$ cat src/rtl/lfe_defines.vh
// register map, field positions and reset values of the latched fault block
`ifndef LFE_DEFINES_VH
`define LFE_DEFINES_VH

// ------------------------------------------------------------------
// register offsets
// ------------------------------------------------------------------
`define LFE_ADDR_EVT_MASK      8'h32
`define LFE_ADDR_THR_MASK      8'h33
`define LFE_ADDR_SUMMARY       8'h35
`define LFE_ADDR_CH1_FAULT     8'h38
`define LFE_ADDR_CH2_FAULT     8'h39
`define LFE_ADDR_HEADSET       8'h3A
`define LFE_ADDR_THRESHOLD     8'h3B

// ------------------------------------------------------------------
// reset values
// ------------------------------------------------------------------
`define LFE_RST_ZERO           8'h00
`define LFE_RST_EVT_MASK       8'h00
`define LFE_RST_THR_MASK       8'h30
`define LFE_RST_CH1_SPARE      2'h0
`define LFE_RST_REG_MASK       1'h0

// ------------------------------------------------------------------
// channel fault registers: short, virtual ground, spare and regulator bits
// ------------------------------------------------------------------
`define LFE_CH_FAULT_HI        7
`define LFE_CH_FAULT_LO        4
`define LFE_CH1_SPARE_HI       3
`define LFE_CH1_SPARE_LO       2
`define LFE_CH2_REG_MASK_BIT   1
`define LFE_CH2_REG_SHORT_BIT  0

// ------------------------------------------------------------------
// summary, headset and threshold fields
// ------------------------------------------------------------------
`define LFE_SUM_CH1_BIT        5
`define LFE_SUM_CH2_BIT        4
`define LFE_HS_HI              3
`define LFE_HS_LO              1
`define LFE_THR_HI             7
`define LFE_THR_LO             6

// ------------------------------------------------------------------
// event mask fields
// ------------------------------------------------------------------
`define LFE_EMSK_SHORT_BIT     5
`define LFE_EMSK_VGND_BIT      4
`define LFE_EMSK_HS_HI         3
`define LFE_EMSK_HS_LO         1

`endif

$ cat src/rtl/lfe_latch.v
// sticky latch vector: set by a condition, cleared by a report strobe
module lfe_latch #(
    parameter W = 4
) (
    input  wire         clk,
    input  wire         rst,
    input  wire [W-1:0] cond,
    input  wire         clr,
    output wire [W-1:0] q
);

    // ------------------------------------------------------------------
    // latch state
    // ------------------------------------------------------------------
    reg  [W-1:0] q_r;
    wire [W-1:0] q_nxt;

    // clear by report, but a present condition sets again (set wins)
    assign q_nxt = (q_r & ~{W{clr}}) | cond;

    // state flops, zero at reset
    always @(posedge clk or posedge rst) begin
        if (rst) begin
            q_r <= {W{1'b0}};
        end else begin
            q_r <= q_nxt;
        end
    end

    assign q = q_r;

endmodule // lfe_latch

$ cat src/rtl/lfe_top.v
// latched output fault and event status registers with masks
`include "lfe_defines.vh"

module lfe_top #(
    parameter AW = 8,
    parameter DW = 8
) (
    input  wire          CLK,
    input  wire          RST,
    input  wire [AW-1:0] REG_ADDR,
    input  wire          REG_WR,
    input  wire          REG_RD,
    input  wire [DW-1:0] REG_WDATA,
    output wire [DW-1:0] REG_RDATA,
    output wire          REG_ACK,
    output wire          REG_MISS,
    input  wire          CH1_POS_SHORT,
    input  wire          CH1_NEG_SHORT,
    input  wire          CH1_POS_VGND,
    input  wire          CH1_NEG_VGND,
    input  wire          CH2_POS_SHORT,
    input  wire          CH2_NEG_SHORT,
    input  wire          CH2_POS_VGND,
    input  wire          CH2_NEG_VGND,
    input  wire          REGULATOR_SHORT,
    input  wire          HEADSET_INSERT,
    input  wire          HEADSET_REMOVE,
    input  wire          HEADSET_BUTTON,
    input  wire          ANALOG_UPPER_CROSS,
    input  wire          ANALOG_LOWER_CROSS,
    output wire          INT_PENDING
);

    // ------------------------------------------------------------------
    // address decode helper
    // ------------------------------------------------------------------
    function hit;
        input [AW-1:0] addr;
        input [AW-1:0] target;
        begin
            hit = (addr == target);
        end
    endfunction

    // ------------------------------------------------------------------
    // declarations
    // ------------------------------------------------------------------
    wire       sel_evt_mask;
    wire       sel_thr_mask;
    wire       sel_summary;
    wire       sel_ch1;
    wire       sel_ch2;
    wire       sel_headset;
    wire       sel_threshold;
    wire       sel_any;
    wire       access;

    wire       rd_ch1;
    wire       rd_ch2;
    wire       rd_headset;
    wire       rd_threshold;

    wire [3:0] ch1_cond;
    wire [3:0] ch2_cond;
    wire [2:0] hs_cond;
    wire [1:0] thr_cond;

    wire [3:0] ch1_q;
    wire [3:0] ch2_q;
    wire       reg_short_q;
    wire [2:0] hs_q;
    wire [1:0] thr_q;

    wire       ch1_any;
    wire       ch2_any;

    reg  [7:0] evt_mask_r;
    reg  [7:0] evt_mask_nxt;
    reg  [7:0] thr_mask_r;
    reg  [7:0] thr_mask_nxt;
    reg  [1:0] ch1_spare_r;
    reg  [1:0] ch1_spare_nxt;
    reg        reg_mask_r;
    reg        reg_mask_nxt;

    reg  [7:0] rdata_r;
    reg  [7:0] rdata_nxt;
    reg        ack_r;
    reg        miss_r;
    reg        miss_nxt;
    reg        int_r;
    reg        int_nxt;

    reg  [7:0] summary_val;
    reg  [7:0] ch1_val;
    reg  [7:0] ch2_val;
    reg  [7:0] hs_val;
    reg  [7:0] thr_val;

    // ------------------------------------------------------------------
    // register select
    // ------------------------------------------------------------------
    assign sel_evt_mask  = hit(REG_ADDR, `LFE_ADDR_EVT_MASK);
    assign sel_thr_mask  = hit(REG_ADDR, `LFE_ADDR_THR_MASK);
    assign sel_summary   = hit(REG_ADDR, `LFE_ADDR_SUMMARY);
    assign sel_ch1       = hit(REG_ADDR, `LFE_ADDR_CH1_FAULT);
    assign sel_ch2       = hit(REG_ADDR, `LFE_ADDR_CH2_FAULT);
    assign sel_headset   = hit(REG_ADDR, `LFE_ADDR_HEADSET);
    assign sel_threshold = hit(REG_ADDR, `LFE_ADDR_THRESHOLD);

    assign sel_any = sel_evt_mask | sel_thr_mask | sel_summary | sel_ch1
                   | sel_ch2 | sel_headset | sel_threshold;
    assign access  = REG_WR | REG_RD;

    // report strobes: a read of a latched register clears it
    assign rd_ch1       = REG_RD & sel_ch1;
    assign rd_ch2       = REG_RD & sel_ch2;
    assign rd_headset   = REG_RD & sel_headset;
    assign rd_threshold = REG_RD & sel_threshold;

    // ------------------------------------------------------------------
    // fault and event conditions, ordered as the field bits
    // ------------------------------------------------------------------
    // channel 1: positive short, negative short, two driver faults
    assign ch1_cond = {CH1_POS_SHORT, CH1_NEG_SHORT,
                       CH1_POS_VGND, CH1_NEG_VGND};
    // channel 2: same layout
    assign ch2_cond = {CH2_POS_SHORT, CH2_NEG_SHORT,
                       CH2_POS_VGND, CH2_NEG_VGND};
    // headset: insert, remove, button
    assign hs_cond  = {HEADSET_INSERT,
                       HEADSET_REMOVE,
                       HEADSET_BUTTON};
    // analog input: upper, lower crossing
    assign thr_cond = {ANALOG_UPPER_CROSS,
                       ANALOG_LOWER_CROSS};

    // ------------------------------------------------------------------
    // sticky latches
    // ------------------------------------------------------------------
    // channel 1 output faults
    lfe_latch #(.W(4)) u_ch1 (
        .clk  (CLK),
        .rst  (RST),
        .cond (ch1_cond),
        .clr  (rd_ch1),
        .q    (ch1_q)
    );

    // channel 2 output faults
    lfe_latch #(.W(4)) u_ch2 (
        .clk  (CLK),
        .rst  (RST),
        .cond (ch2_cond),
        .clr  (rd_ch2),
        .q    (ch2_q)
    );

    // regulator short, reported with channel 2
    lfe_latch #(.W(1)) u_reg (
        .clk  (CLK),
        .rst  (RST),
        .cond (REGULATOR_SHORT),
        .clr  (rd_ch2),
        .q    (reg_short_q)
    );

    // headset events
    lfe_latch #(.W(3)) u_hs (
        .clk  (CLK),
        .rst  (RST),
        .cond (hs_cond),
        .clr  (rd_headset),
        .q    (hs_q)
    );

    // analog threshold events
    lfe_latch #(.W(2)) u_thr (
        .clk  (CLK),
        .rst  (RST),
        .cond (thr_cond),
        .clr  (rd_threshold),
        .q    (thr_q)
    );

    // ------------------------------------------------------------------
    // channel summary
    // ------------------------------------------------------------------
    // any latched short or driver fault of the channel
    assign ch1_any = |ch1_q;
    assign ch2_any = |ch2_q;

    // ------------------------------------------------------------------
    // writable fields
    // ------------------------------------------------------------------
    // next values of masks and spare bits on a write
    always @* begin
        evt_mask_nxt  = evt_mask_r;
        thr_mask_nxt  = thr_mask_r;
        ch1_spare_nxt = ch1_spare_r;
        reg_mask_nxt  = reg_mask_r;
        if (REG_WR) begin
            if (sel_evt_mask) begin
                evt_mask_nxt = REG_WDATA;
            end
            if (sel_thr_mask) begin
                thr_mask_nxt = REG_WDATA;
            end
            if (sel_ch1) begin
                // spare bits are stored as written
                ch1_spare_nxt = REG_WDATA[`LFE_CH1_SPARE_HI:`LFE_CH1_SPARE_LO];
            end
            if (sel_ch2) begin
                reg_mask_nxt = REG_WDATA[`LFE_CH2_REG_MASK_BIT];
            end
        end
    end

    // mask and spare flops
    always @(posedge CLK or posedge RST) begin
        if (RST) begin
            evt_mask_r  <= `LFE_RST_EVT_MASK;
            thr_mask_r  <= `LFE_RST_THR_MASK;
            ch1_spare_r <= `LFE_RST_CH1_SPARE;
            reg_mask_r  <= `LFE_RST_REG_MASK;
        end else begin
            evt_mask_r  <= evt_mask_nxt;
            thr_mask_r  <= thr_mask_nxt;
            ch1_spare_r <= ch1_spare_nxt;
            reg_mask_r  <= reg_mask_nxt;
        end
    end

    // ------------------------------------------------------------------
    // read values, reserved bits as zero
    // ------------------------------------------------------------------
    always @* begin
        summary_val = `LFE_RST_ZERO;
        summary_val[`LFE_SUM_CH1_BIT] = ch1_any;
        summary_val[`LFE_SUM_CH2_BIT] = ch2_any;

        ch1_val = `LFE_RST_ZERO;
        ch1_val[`LFE_CH_FAULT_HI:`LFE_CH_FAULT_LO]   = ch1_q;
        ch1_val[`LFE_CH1_SPARE_HI:`LFE_CH1_SPARE_LO] = ch1_spare_r;

        ch2_val = `LFE_RST_ZERO;
        ch2_val[`LFE_CH_FAULT_HI:`LFE_CH_FAULT_LO] = ch2_q;
        ch2_val[`LFE_CH2_REG_MASK_BIT]  = reg_mask_r;
        ch2_val[`LFE_CH2_REG_SHORT_BIT] = reg_short_q;

        hs_val = `LFE_RST_ZERO;
        hs_val[`LFE_HS_HI:`LFE_HS_LO] = hs_q;

        thr_val = `LFE_RST_ZERO;
        thr_val[`LFE_THR_HI:`LFE_THR_LO] = thr_q;
    end

    // ------------------------------------------------------------------
    // read mux and unmapped flag
    // ------------------------------------------------------------------
    // data is the value before the clear of the same edge
    always @* begin
        rdata_nxt = rdata_r;
        miss_nxt  = 1'b0;
        if (access) begin
            miss_nxt = ~sel_any;
        end
        if (REG_RD) begin
            case (REG_ADDR)
                `LFE_ADDR_EVT_MASK: begin
                    rdata_nxt = evt_mask_r;
                end
                `LFE_ADDR_THR_MASK: begin
                    rdata_nxt = thr_mask_r;
                end
                `LFE_ADDR_SUMMARY: begin
                    rdata_nxt = summary_val;
                end
                `LFE_ADDR_CH1_FAULT: begin
                    rdata_nxt = ch1_val;
                end
                `LFE_ADDR_CH2_FAULT: begin
                    rdata_nxt = ch2_val;
                end
                `LFE_ADDR_HEADSET: begin
                    rdata_nxt = hs_val;
                end
                `LFE_ADDR_THRESHOLD: begin
                    rdata_nxt = thr_val;
                end
                default: begin
                    rdata_nxt = `LFE_RST_ZERO;
                end
            endcase
        end
    end

    // ------------------------------------------------------------------
    // interrupt request
    // ------------------------------------------------------------------
    // unmasked latched bits raise the request
    always @* begin
        int_nxt = 1'b0;
        if (!evt_mask_r[`LFE_EMSK_SHORT_BIT]) begin
            int_nxt = int_nxt | ch1_q[3] | ch1_q[2] | ch2_q[3] | ch2_q[2];
        end
        if (!evt_mask_r[`LFE_EMSK_VGND_BIT]) begin
            int_nxt = int_nxt | ch1_q[1] | ch1_q[0] | ch2_q[1] | ch2_q[0];
        end
        // headset events, one mask bit each
        int_nxt = int_nxt | |(hs_q & ~evt_mask_r[`LFE_EMSK_HS_HI:`LFE_EMSK_HS_LO]);
        // analog crossings
        int_nxt = int_nxt | |(thr_q & ~thr_mask_r[`LFE_THR_HI:`LFE_THR_LO]);
        // regulator short
        int_nxt = int_nxt | (reg_short_q & ~reg_mask_r);
    end

    // ------------------------------------------------------------------
    // answer flops
    // ------------------------------------------------------------------
    always @(posedge CLK or posedge RST) begin
        if (RST) begin
            rdata_r <= `LFE_RST_ZERO;
            ack_r   <= 1'b0;
            miss_r  <= 1'b0;
            int_r   <= 1'b0;
        end else begin
            rdata_r <= rdata_nxt;
            ack_r   <= access;
            miss_r  <= miss_nxt;
            int_r   <= int_nxt;
        end
    end

    // ------------------------------------------------------------------
    // outputs
    // ------------------------------------------------------------------
    assign REG_RDATA   = rdata_r;
    assign REG_ACK     = ack_r;
    assign REG_MISS    = miss_r;
    assign INT_PENDING = int_r;

endmodule // lfe_top
$ cat config.mk
export PLATFORM = sky130hd
export DESIGN_NAME = lfe_top
export DESIGN_NICKNAME = d
export VERILOG_FILES = /design/src/rtl/lfe_latch.v /design/src/rtl/lfe_top.v
export VERILOG_INCLUDE_DIRS = /design/src /design/src/rtl
export SDC_FILE = /design/constraint.sdc
export NUM_CORES = 1
export LEC_CHECK = 0
export ABC_CLOCK_PERIOD_IN_PS = 1700
export BUFFER_PORTS_ARGS = -buffer_cell sky130_fd_sc_hd__buf_2
export CORE_UTILIZATION = 54
export DETAILED_ROUTE_END_ITERATION = 16
export PLACE_DENSITY = 0.9
export SLEW_MARGIN = 20
export SYNTH_ARGS = -nofsm -noshare
export SYNTH_HDL_FRONTEND = slang
export SYNTH_SLANG_ARGS = --single-unit
$ cat constraint.sdc
create_clock -name CLK -period 1.7 [get_ports CLK]
set_input_delay 0.255 -clock CLK [delete_from_list [all_inputs] [get_ports CLK]]
set_output_delay 0.255 -clock CLK [all_outputs]
set_load 0.05 [all_outputs]
* Word-level counts from Yosys, hierarchy flattened *
Index checks and enable logic that the tools add are counted.

operators by class
  add/subtract/negate cells = 0
  $mul = 0
  divide/modulo/power cells = 0
  order comparisons = 0
  equal/unequal tests = 7
  shifts and indexed selects = 0
  muxes and demuxes = 4
  bitwise operators = 43
  reductions and logical operators = 8

operator list
  kind                                                             count
  8-bit by 6-bit == test with 1-bit output, second input constant  7
  8-bit case mux with 7 select lines                               1
  1-bit OR                                                         18
  4-bit AND                                                        2
  4-bit inverter                                                   2
  4-bit OR                                                         2
  2-bit AND reduction                                              4
  4-bit OR reduction                                               2
  1-bit AND                                                        6
  3-bit AND                                                        2
  3-bit inverter                                                   2
  2-bit AND                                                        2
  2-bit inverter                                                   2
  1-bit two-way mux                                                3
  1-bit inverter                                                   3
  3-bit OR                                                         1
  3-bit OR reduction                                               1
  2-bit OR                                                         1
  2-bit OR reduction                                               1

word-level totals
  register bits = 44
  bits in latches = 0
  bits in writable memories = 0
  ROM bits = 0
  bits of input ports = 34
  output and inout port bits = 11
  word-level logic and storage cells = 75
  memories kept = 0

* Longest topological paths before layout *
Gate-level depths: netlist of run 1.

  depth in word-level cells = 12
  mapped depth = 6
  depth with buffers taken out = 4

* By module *
Synthesis of run 1 repeated with hierarchy kept, for this count alone.

unflattened totals
  cell total of the unflattened synthesis = 175
  area, all modules = 2124.5 um^2

modules (own cells, without submodules)
  module                 instances  cells each  area each (um^2)  sequential area each (um^2)
  lfe_top                1          137         1631.6            753.2
  lfe_latch (u_ch1 ...)  2          10          137.6             100.1
  lfe_latch (u_hs)       1          8           105.1             75.1
  lfe_latch (u_thr)      1          6           72.6              50.0
  lfe_latch (u_reg)      1          4           40.0              25.0

* Worst setup path after synthesis of run 1 *
Ideal clock, no wire load.

  path type = input to register
  start point = input REG_ADDR[6]
  end point = register thr_mask_r[0]
  setup time = 125 ps
  arrival time = 1381 ps
  required time = 1575 ps
  path slack = 194 ps
  stages on the path = 5
  path buffers = 1
  path through = nand4bb_4 nor3b_4 and2_1 buf_6 mux2_2

on the way
  word-level cells in the longest chain between the ends = 2

RTL lines
  item                                      line           text
  from (decl)                               lfe_top.v:10   input wire [AW-1:0] REG_ADDR,
  8-bit by 6-bit == test with 1-bit output  lfe_top.v:41   hit = (addr == target);
  2-bit AND reduction (no source line)      -
  to (signal assigned)                      lfe_top.v:223  thr_mask_r <= `LFE_RST_THR_MASK;
  to (signal assigned)                      lfe_top.v:228  thr_mask_r <= thr_mask_nxt;
  to (decl)                                 lfe_top.v:79   reg [7:0] thr_mask_r;

Every way passes these cells.
A chain may end at the register's enable or synchronous reset.

* Worst setup path after layout of run 1 *
  start point = register u_ch1.q_r[2] (netlist: u_ch1.q[2])
  end point = register rdata_r[5] (netlist: REG_RDATA[5])

on the way
  word-level cells in the longest chain between the ends = 2

RTL lines
  item                                line            text
  from (decl)                         lfe_latch.v:15  reg [W-1:0] q_r;
  from (signal assigned)              lfe_latch.v:24  q_r <= {W{1'b0}};
  from (signal assigned)              lfe_latch.v:26  q_r <= q_nxt;
  4-bit OR reduction                  lfe_top.v:190   assign ch1_any = |ch1_q;
  8-bit case mux with 7 select lines  lfe_top.v:269   case (REG_ADDR)
  to (signal assigned)                lfe_top.v:323   rdata_r <= `LFE_RST_ZERO;
  to (signal assigned)                lfe_top.v:328   rdata_r <= rdata_nxt;
  to (decl)                           lfe_top.v:86    reg [7:0] rdata_r;

Every way passes these cells.

==> metrics.txt, run 1 <==
result of the run=finished clean; # DRC=0; ratio of cells with drive above 1 in the final layout=40.7%; clock tree from TritonCTS=done; Most used DFF post-synth=sky130_fd_sc_hd__dfrtp_1; x dimension of the die=about 65 um; num ports=45; clock group share of total power=31.2%; arrival time at the worst endpoint=approximately 1700 ps; area of the die=0.00417 sq mm; ranking of synthesized cells by area=sky130_fd_sc_hd__dfrtp_1, sky130_fd_sc_hd__mux2_2, sky130_fd_sc_hd__a21o_1; layout-stage area growth over the synthesis result=17.9%; Pwr per Cell Area=between 700 and 800 mW/mm^2; Net count, final=255; destination of the worst register-to-register timing path=REG_RDATA[5]; combinational share of power=11.1%; source of the worst register-to-register timing path=u_ch1.q[2]; Final setup viols=0; switching portion of total power=a little under a quarter; starting utilization of the core area=56.9%; number of buffers inserted during clock tree synthesis=5; Core Area=about 0.0037 sq mm; Post CTS Setup Buffer Count=0; shortest period the worst path allows=around 1600 ps; Yosys top cell area share=between 40% and 50%; Root Driver=sky130_fd_sc_hd__clkbuf_8; Hold Buf Count CTS=0; max-capacitance violation count=0; estimated wirelength of the detail-placed design=3250 um; leakage power summed over all cells=~1.2 nW; Cells after DPL=262; vias per cell=5.84; syn nets=a little over 200; headroom to the max-slew limit=64.3%; vias after detailed routing=1570; insertion delay to the later sink of the worst-skew pair=290 ps; met3 demand-to-capacity share in global routing=between 7 and 8%; CTS H-Tree Depth=2; Routed Wire Length=between 4000 and 5000 um; number of global-route vias before repair=around 1600; total number of yosys warnings=0; async set-reset flop share out of synthesis=100%; Remaining Overflow, GRT=0; worst setup path category=flip-flop to flip-flop; final period utilization=about nine tenths; Hold/Removal Path Class=input port to asynchronous set/reset pin; wire length of the first global-routing pass=between 7000 and 8000 um; cell-internal power=between 0.001 and 0.0015 W; setup TNS after final layout=0 ps; # resized after CTS=0; post-layout instance count excluding filler cells=between 200 and 300; type of element launching the critical path=flip-flop; cell taking the most area after synthesis=sky130_fd_sc_hd__dfrtp_1; number of antenna repair diodes=0; Max Buffers Root-to-Sink=2; depth of the worst register-to-register path=4; post-synth design cell area=around 0.0021 sq mm; pin count of the biggest net entering global routing=45; Routed WL per cell=~16 um; number of iterations in the first detailed-routing pass=4; GRT Total Usage=around a quarter; clock edge transition at the registers on the reported setup and hold paths=70 ps; num rows=22; list of most frequent post-synthesis cells=sky130_fd_sc_hd__dfrtp_1, sky130_fd_sc_hd__mux2_2, sky130_fd_sc_hd__a21o_1, sky130_fd_sc_hd__inv_1, sky130_fd_sc_hd__o22ai_1; Req. time, crit path=1870 ps; Max Clock Skew=3.82 ps; Die Y-Extent=64.6 um; First DRT Iteration DRCs=between 150 and 200; minimum setup slack among reg-to-reg paths=around 150 ps; final weighted congestion in routability-driven placement=0.845; distinct cell type count of the synthesized netlist=38; most frequent cell after synthesis=sky130_fd_sc_hd__dfrtp_1; net switching power=approximately 0.00044 W; count of fill cells added during filler insertion=roughly 280; RSZ-0062 raised after global routing=no; grt peak-use layer=met2; GR met1 Demand/Resource=between 30% and 40%; Post-synth EDFFs=0; sequential fraction of the synthesis area=between 50 and 60%; number of instances in the synthesized netlist=roughly 170; M2 GR Usage=37.8%; residual antenna-violating net count after detailed routing=0; slew at the pin with the worst max-slew slack=535 ps; Max IR drop VDD=~0.00043 V; synthesis-stage register bit count=44; final hold vios=0; type of element capturing the critical path=flip-flop; Pins Over Slew Limit=0; port buffer count=44; initial antenna violation count=0; maximum fanout encountered on the critical timing path=4; fraction of power consumed by sequential logic=roughly 58%; Mean Syn Cell Area=roughly 12 sq um; Num Clock Sinks=44; FMAX=between 600 and 700 MHz
-- through the flow --
stage | total power, W | instance area [sq um] | hold WS (ps) | util (%) | setup WS, ps
3_3_place_gp | 0.00131 | 2410 | 409 | 64.8 | 42.5
6_report | 0.00189 | 2490 | 89.0 | 67.1 | 148
3_5_place_dp | 0.00132 | 2410 | 415 | 64.8 | 14.6
2_1_floorplan | 0.00124 | 2110 | 347 | - | 194
4_1_cts | 0.00191 | 2490 | 96.7 | 66.9 | 116
5_1_grt | 0.00197 | 2490 | 132 | 67.1 | 65.8
-- power groups by stage --
| stage | clock (W) | combinational (W) | sequential, W |
|---|---|---|---|
| final | 0.000590 | 0.000209 | 0.00109 |
| after global routing | 0.000648 | 0.000229 | 0.00109 |
| after CTS | 0.000606 | 0.000209 | 0.00109 |
| after detailed placement | 0 | 0.000208 | 0.00111 |
| after global placement | 0 | 0.000203 | 0.00111 |
| after floorplan | 0 | 0.000119 | 0.00112 |
-- how the worst max path moves through the flow --
stage | start | to | slack [ps] | depth (start not counted)
after floorplan | REG_ADDR[6] | thr_mask_r[0] | 190 | 5
after global placement | REG_ADDR[6] | REG_RDATA[6] | 40 | 6
after detailed placement | REG_ADDR[6] | REG_RDATA[6] | 10 | 6
after CTS | u_ch1.q[2] | REG_RDATA[5] | 120 | 4
after global routing | u_ch1.q[2] | REG_RDATA[5] | 70 | 4
final | u_ch1.q[2] | REG_RDATA[5] | 150 | 4
-- worst max-delay path, cell delays in order (launching register included) --
cell                        delay [ps]
sky130_fd_sc_hd__dfrtp_1           440
sky130_fd_sc_hd__o41ai_2           360
sky130_fd_sc_hd__o2bb2ai_1         110
sky130_fd_sc_hd__a22o_1            250
sky130_fd_sc_hd__mux2_2            270
-- metal layers --
layer,up-vias,share of wire (%)
met5,-,0
met1,768,45
met2,61,47
met3,8,6.2
li1,733,-
met4,0,1.9
-- layout make-up --
| cell class | count | area (sq um) | area share [%] |
|---|---|---|---|
| repair buffers | 51 | 285 | 11.4 |
| well taps | 48 | 60.1 | 2.41 |
| multi-input cells | 105 | 915 | 36.7 |
| clock inverters | 1 | 5.00 | 0.201 |
| clock buffers | 6 | 72.6 | 2.91 |
| inverters | 14 | 52.6 | 2.11 |
| flip-flops and latches | 44 | 1100 | 44.3 |
-- cell families after synthesis --
logic type	count (synthesis)	synth area share, %
compound gates	45	16.4
flops	44	52.2
simple gates	32	11.8
mux	28	14.7
buf+inv	22	4.91
-- sequential cells by signal (all words and copies together) (netlist names) --
register and cells:
u_reg.q 1, u_thr.q 2, u_ch2.q 4, REG_RDATA 8, u_ch1.q 4, REG_ACK 1
u_hs.q 3, evt_mask_r 8, INT_PENDING 1, REG_MISS 1, thr_mask_r 8, ch1_spare_r 2
reg_mask_r 1
-- layout by cell type, fill, tap and decap left out, types with 3 or more instances in the layout --
master | synthesis | routed
sky130_fd_sc_hd__a221oi_1 | 4 | 4
sky130_fd_sc_hd__nor2_1 | 3 | 3
sky130_fd_sc_hd__nand2_1 | 6 | 6
sky130_fd_sc_hd__nor4bb_1 | 4 | 4
sky130_fd_sc_hd__clkbuf_8 | 0 | 5
sky130_fd_sc_hd__buf_4 | 2 | 6
sky130_fd_sc_hd__a22o_1 | 4 | 4
sky130_fd_sc_hd__o22ai_1 | 8 | 8
sky130_fd_sc_hd__inv_1 | 14 | 14
sky130_fd_sc_hd__a22oi_1 | 4 | 4
sky130_fd_sc_hd__and2_1 | 3 | 3
sky130_fd_sc_hd__dfrtp_1 | 42 | 42
sky130_fd_sc_hd__mux2i_1 | 3 | 3
sky130_fd_sc_hd__mux2_2 | 24 | 24
sky130_fd_sc_hd__a21o_1 | 14 | 14
sky130_fd_sc_hd__buf_2 | 4 | 44
(Power assumes the default switching activity.)
==> inputs of run 2 (changes only) <==
Settings changed: RECOVER_POWER from default to 50.
==> run 2 against run 1 <==
  * Cell count unchanged
  * Setup slack improved by 1.2 ps
  * Clock power about the same
  * Register-to-register slack hardly changed
  * Critical path depth is the same
  * Critical path type unchanged
  * Clock skew about the same
  * Sequential share of layout area rose by 0.13 points
  * Clock-buffer cell count did not move
  * Cell area fell by 0.30%
  * Largest power group unchanged
  * Non-clock buffer count unchanged
  * Critical endpoint unchanged
  * Via count increased by 0.13%
==> metrics.txt, run 2 (synthesis gave the netlist of run 1 again) <==
result of the run=finished clean; Final Cell Area=0.00249 sq mm; depth of the worst register-to-register path=4; insertion delay to the later sink of the worst-skew pair=between 200 and 300 ps; # DRC=0; Setup WS pre-CTS=approximately 15 ps; vias after detailed routing=1572; CP max-delay cell=sky130_fd_sc_hd__dfrtp_1; Routed Wire Length=4390 um; Remaining Overflow, GRT=0; Max IR drop VDD=around 0.00043 V; number of antenna repair diodes=0; final weighted congestion in routability-driven placement=between 0.8 and 0.9; setup TNS after final layout=0 ps; maximum fanout encountered on the critical timing path=4; endpoint of the worst hold-timing path=u_thr.q[1]; GR met1 Demand/Resource=31.8%; met3 demand-to-capacity share in global routing=a little over 7%; Req. time, crit path=~1900 ps; Post CTS Setup Buffer Count=0; num rows=22; final hold vios=0; Die Y-Extent=~65 um; num ports=45; starting utilization of the core area=56.9%; pin count of the biggest net entering global routing=45; minimum setup slack among reg-to-reg paths=around 150 ps; wire length of the first global-routing pass=between 7000 and 8000 um; Pwr per Cell Area=760 mW/mm^2; CTS H-Tree Depth=2; port buffer count=44; GRT Total Usage=24.4%; hold path startpoint=ANALOG_UPPER_CROSS; number of buffers inserted during clock tree synthesis=5; number of iterations in the first detailed-routing pass=4; top library cells by usage in the layout, fill and taps aside=sky130_fd_sc_hd__dfrtp_1, sky130_fd_sc_hd__buf_2, sky130_fd_sc_hd__mux2_2, sky130_fd_sc_hd__inv_1, sky130_fd_sc_hd__a21o_1; FMAX=~640 MHz; leakage power summed over all cells=~1.2 nW; final period utilization=91.2%; type of element capturing the critical path=flip-flop; leading cell type in the layout, fill and taps excluded=sky130_fd_sc_hd__dfrtp_1; Net count, final=~260; total area of multi-input combinational cells=915 sq um; vias per cell=a little under 6; crit path buf inv count=0; type of element launching the critical path=flip-flop; Hold/Removal Path Class=input port to flip-flop; arrival time at the worst endpoint=roughly 1700 ps; Pins Over Slew Limit=0; destination of the worst register-to-register timing path=REG_RDATA[5]; sequence of cells on the critical path=o41ai_2, o2bb2ai_1, a22o_1, mux2_2; Max Clock Skew=approximately 3.8 ps; Post-Place Cell Area=~0.0024 sq mm; worst setup path category=flip-flop to flip-flop; source of the worst register-to-register timing path=u_ch1.q[2]; RSZ-0062 raised after global routing=no; Core Area=about 0.0037 sq mm; layout-stage area growth over the synthesis result=17.6%; area of the die=between 0.004 and 0.005 sq mm; Routed WL per cell=around 16 um; Final setup viols=0; max-capacitance violation count=0; residual antenna-violating net count after detailed routing=0; estimated wirelength of the detail-placed design=about 3200 um; Root Driver=sky130_fd_sc_hd__clkbuf_8; M2 GR Usage=a little under two fifths; grt peak-use layer=met2; clock tree from TritonCTS=done; clock edge transition at the registers on the reported setup and hold paths=around 70 ps; shortest period the worst path allows=1550 ps; Sequential cell area=~0.0011 sq mm; delay of the slowest cell on the worst path=440 ps; First DRT Iteration DRCs=~160; count of fill cells added during filler insertion=285; ratio of cells with drive above 1 in the final layout=38.9%; slew at the pin with the worst max-slew slack=about 1100 ps; Levels on crit path=4; Max Buffers Root-to-Sink=2; headroom to the max-slew limit=around 30%; initial antenna violation count=0; number of stages on the worst hold path=2; number of global-route vias before repair=roughly 1600; family with the most delay on the worst path=compound AO/OA/AOI/OAI gates; Num Clock Sinks=44; final worst-path setup slack=149 ps; x dimension of the die=between 60 and 70 um
## run 2: metal layers
layer / vias to the layer above / share of wire, %
met5: - / 0
met4: 0 / 1.9
met3: 8 / 6.2
met2: 61 / 47
met1: 770 / 45
li1: 733 / -
## run 2: worst max path at each step
stage / startpoint / endpoint
after floorplan: REG_ADDR[6] / thr_mask_r[0]
after global placement: REG_ADDR[6] / REG_RDATA[6]
after detailed placement: REG_ADDR[6] / REG_RDATA[6]
after CTS: u_ch1.q[2] / REG_RDATA[5]
after global routing: u_ch1.q[2] / REG_RDATA[5]
final: u_ch1.q[2] / REG_RDATA[5]
## run 2: what timing repair did
item	4_1_cts	5_1_grt
hold buffers	0	0
endpoints found under the setup margin	0	1
resized for setup	0	1
## run 2: through the flow
stage | utilization [%] | std cells | power [W] | hold slack, ps
3_5_place_dp | 64.8 | 262 | 0.00132 | 415
2_1_floorplan | - | 171 | 0.00124 | 347
5_1_grt | 66.9 | 269 | 0.00197 | 132
4_1_cts | 66.9 | 269 | 0.00191 | 96.7
3_3_place_gp | 64.8 | 262 | 0.00131 | 409
6_report | 66.9 | 269 | 0.00189 | 134
## run 2: power by group
group          switching (W)  leakage, nW  internal [W]
Clock               0.000312       0.0410      0.000279
Combinational       0.000113        0.604     0.0000942
Sequential         0.0000167        0.519       0.00107
## run 2: cell type report
type,count,share of cell area (%)
timing repair buffer,51,11.2
clock buffer,6,2.92
inverter,14,2.11
clock inverter,1,0.201
multi-input combinational,105,36.8
sequential,44,44.4
tap,48,2.42
==> inputs of run 3 (changes only) <==
Settings changed: CELL_PAD_IN_SITES_DETAIL_PLACEMENT from default to 1, CELL_PAD_IN_SITES_GLOBAL_PLACEMENT from default to 1, CORE_UTILIZATION 54 to 43, RECOVER_POWER 50 to default.
==> run 3 against run 2 <==
  * Power is 16% higher
  * Non-clock buffer count increased by 2
  * Maximum frequency shrank 5.2%
  * Clock skew is 0.78 ps higher
  * Sequential power about the same
  * Clock-buffer cell count up 1
  * Largest power group unchanged
  * Highest routed layer unchanged
==> metrics.txt, run 3 (synthesis gave the netlist of run 1 again) <==
Pins Over Slew Limit=0; maximum fanout encountered on the critical timing path=4; GR met1 Demand/Resource=a little under a third; leakage power summed over all cells=1.20 nW; Final setup viols=0; starting utilization of the core area=between 40% and 50%; arrival time at the worst endpoint=approximately 1800 ps; layout-stage area growth over the synthesis result=22.1%; vias per cell=between 5 and 6; FMAX=around 610 MHz; insertion delay to the later sink of the worst-skew pair=roughly 300 ps; M2 GR Usage=a little over two fifths; setup TNS after final layout=0 ps; Hold Buf Count CTS=0; Max Buffers Root-to-Sink=2; Post-Place Cell Area=~0.0024 sq mm; type of element capturing the critical path=flip-flop; First DRT Iteration DRCs=~150; Req. time, crit path=roughly 1900 ps; max-capacitance violation count=0; RSZ-0062 raised after global routing=no; initial antenna violation count=0; number of buffers inserted during clock tree synthesis=5; type of element launching the critical path=flip-flop; Die Y-Extent=72.1 um; num rows=25; GRT Total Usage=between 20% and 30%; # resized after CTS=0; grt peak-use layer=met2; clock edge transition at the registers on the reported setup and hold paths=about 80 ps; Net count, final=about 260; depth of the worst register-to-register path=3; number of global-route vias before repair=1685; num ports=45; Max Clock Skew=approximately 4.6 ps; CTS H-Tree Depth=2; Pwr per Cell Area=roughly 850 mW/mm^2; Num Clock Sinks=44; Cells after DPL=around 280; final weighted congestion in routability-driven placement=between 0.8 and 0.9; vias after detailed routing=about 1600; switching portion of total power=a little under a quarter; top library cells by usage in the layout, fill and taps aside=sky130_fd_sc_hd__buf_2, sky130_fd_sc_hd__dfrtp_1, sky130_fd_sc_hd__mux2_2, sky130_fd_sc_hd__inv_1, sky130_fd_sc_hd__a21o_1; cell-internal power=roughly 0.0017 W; Hold/Removal Path Class=input port to asynchronous set/reset pin; Routed Wire Length=about 5700 um; slew at the pin with the worst max-slew slack=about 570 ps; Remaining Overflow, GRT=0; number of iterations in the first detailed-routing pass=4; Final Cell Area=around 0.0026 sq mm; worst setup path category=flip-flop to flip-flop; ratio of cells with drive above 1 in the final layout=between 40% and 50%; residual antenna-violating net count after detailed routing=0; number of antenna repair diodes=0; # DRC=0; clock group share of total power=39.8%; port buffer count=44; final hold vios=0; x dimension of the die=72.1 um; Root Driver=sky130_fd_sc_hd__clkbuf_8; result of the run=finished clean; utilization after layout=a little over half; Core Area=approximately 0.0047 sq mm; post-layout instance count excluding filler cells=between 200 and 300; clock tree from TritonCTS=done; shortest period the worst path allows=about 1600 ps; Post CTS Setup Buffer Count=0; pin count of the biggest net entering global routing=45; Max IR drop VDD=0.000439 V; met3 demand-to-capacity share in global routing=under 10%; leading cell type in the layout, fill and taps excluded=sky130_fd_sc_hd__buf_2; estimated wirelength of the detail-placed design=between 4000 and 5000 um; fraction of power consumed by sequential logic=roughly half; combinational share of power=10.2%; area of the die=about 0.0052 sq mm; wire length of the first global-routing pass=approximately 9000 um; final period utilization=a little over nine tenths; Routed WL per cell=just under 20 um; headroom to the max-slew limit=between 60 and 70%; net switching power=approximately 0.00050 W
## run 3: metrics by stage
stage	hold slack, ps	worst slack [ps]	total power [W]
3_5_place_dp	431	-82.1	0.00133
5_1_grt	114	21.5	0.00228
2_1_floorplan	347	194	0.00124
6_report	78.9	64.7	0.00219
4_1_cts	105	25.6	0.00220
3_3_place_gp	414	40.2	0.00132
## run 3: power groups by stage
stage / Sequential (W) / Combinational (W) / Clock, W
2_1_floorplan: 0.00112 / 0.000119 / 0
5_1_grt: 0.00110 / 0.000242 / 0.000941
3_5_place_dp: 0.00111 / 0.000218 / 0
6_report: 0.00109 / 0.000222 / 0.000870
3_3_place_gp: 0.00111 / 0.000211 / 0
4_1_cts: 0.00109 / 0.000222 / 0.000889
## run 3: final timing paths
kind	start	endpoint	slack, ps
min in group CLK	ANALOG_UPPER_CROSS	u_thr.q[1]	130
worst min-delay path	RST	u_hs.q[2]	80
worst max register to register	u_ch1.q[2]	INT_PENDING	60
max in group asynchronous	RST	thr_mask_r[3]	1220
worst max-delay path	u_ch1.q[2]	INT_PENDING	60
worst min register to register	REG_RDATA[4]	REG_RDATA[4]	510
## run 3: critical path: stages, from the launching register on
cell and delay (ps):
sky130_fd_sc_hd__dfrtp_1 450, sky130_fd_sc_hd__nor4_2 340, sky130_fd_sc_hd__o22ai_1 180, sky130_fd_sc_hd__or4_1 530
## run 3: metal layers
| layer | wire, um | up-vias |
|---|---|---|
| li1 | - | 736 |
| met1 | 2360 | 835 |
| met2 | 2980 | 71 |
| met3 | 346 | 2 |
| met4 | 30 | 0 |
| met5 | 0 | - |
## run 3: cell type report
class | count | area (sq um)
fill | 523 | 2140
sequential | 44 | 1100
multi-input combinational | 105 | 927
timing repair buffer | 53 | 288
clock buffer | 7 | 96.3
tap | 67 | 83.8
inverter | 14 | 52.6
clock inverter | 1 | 30.0
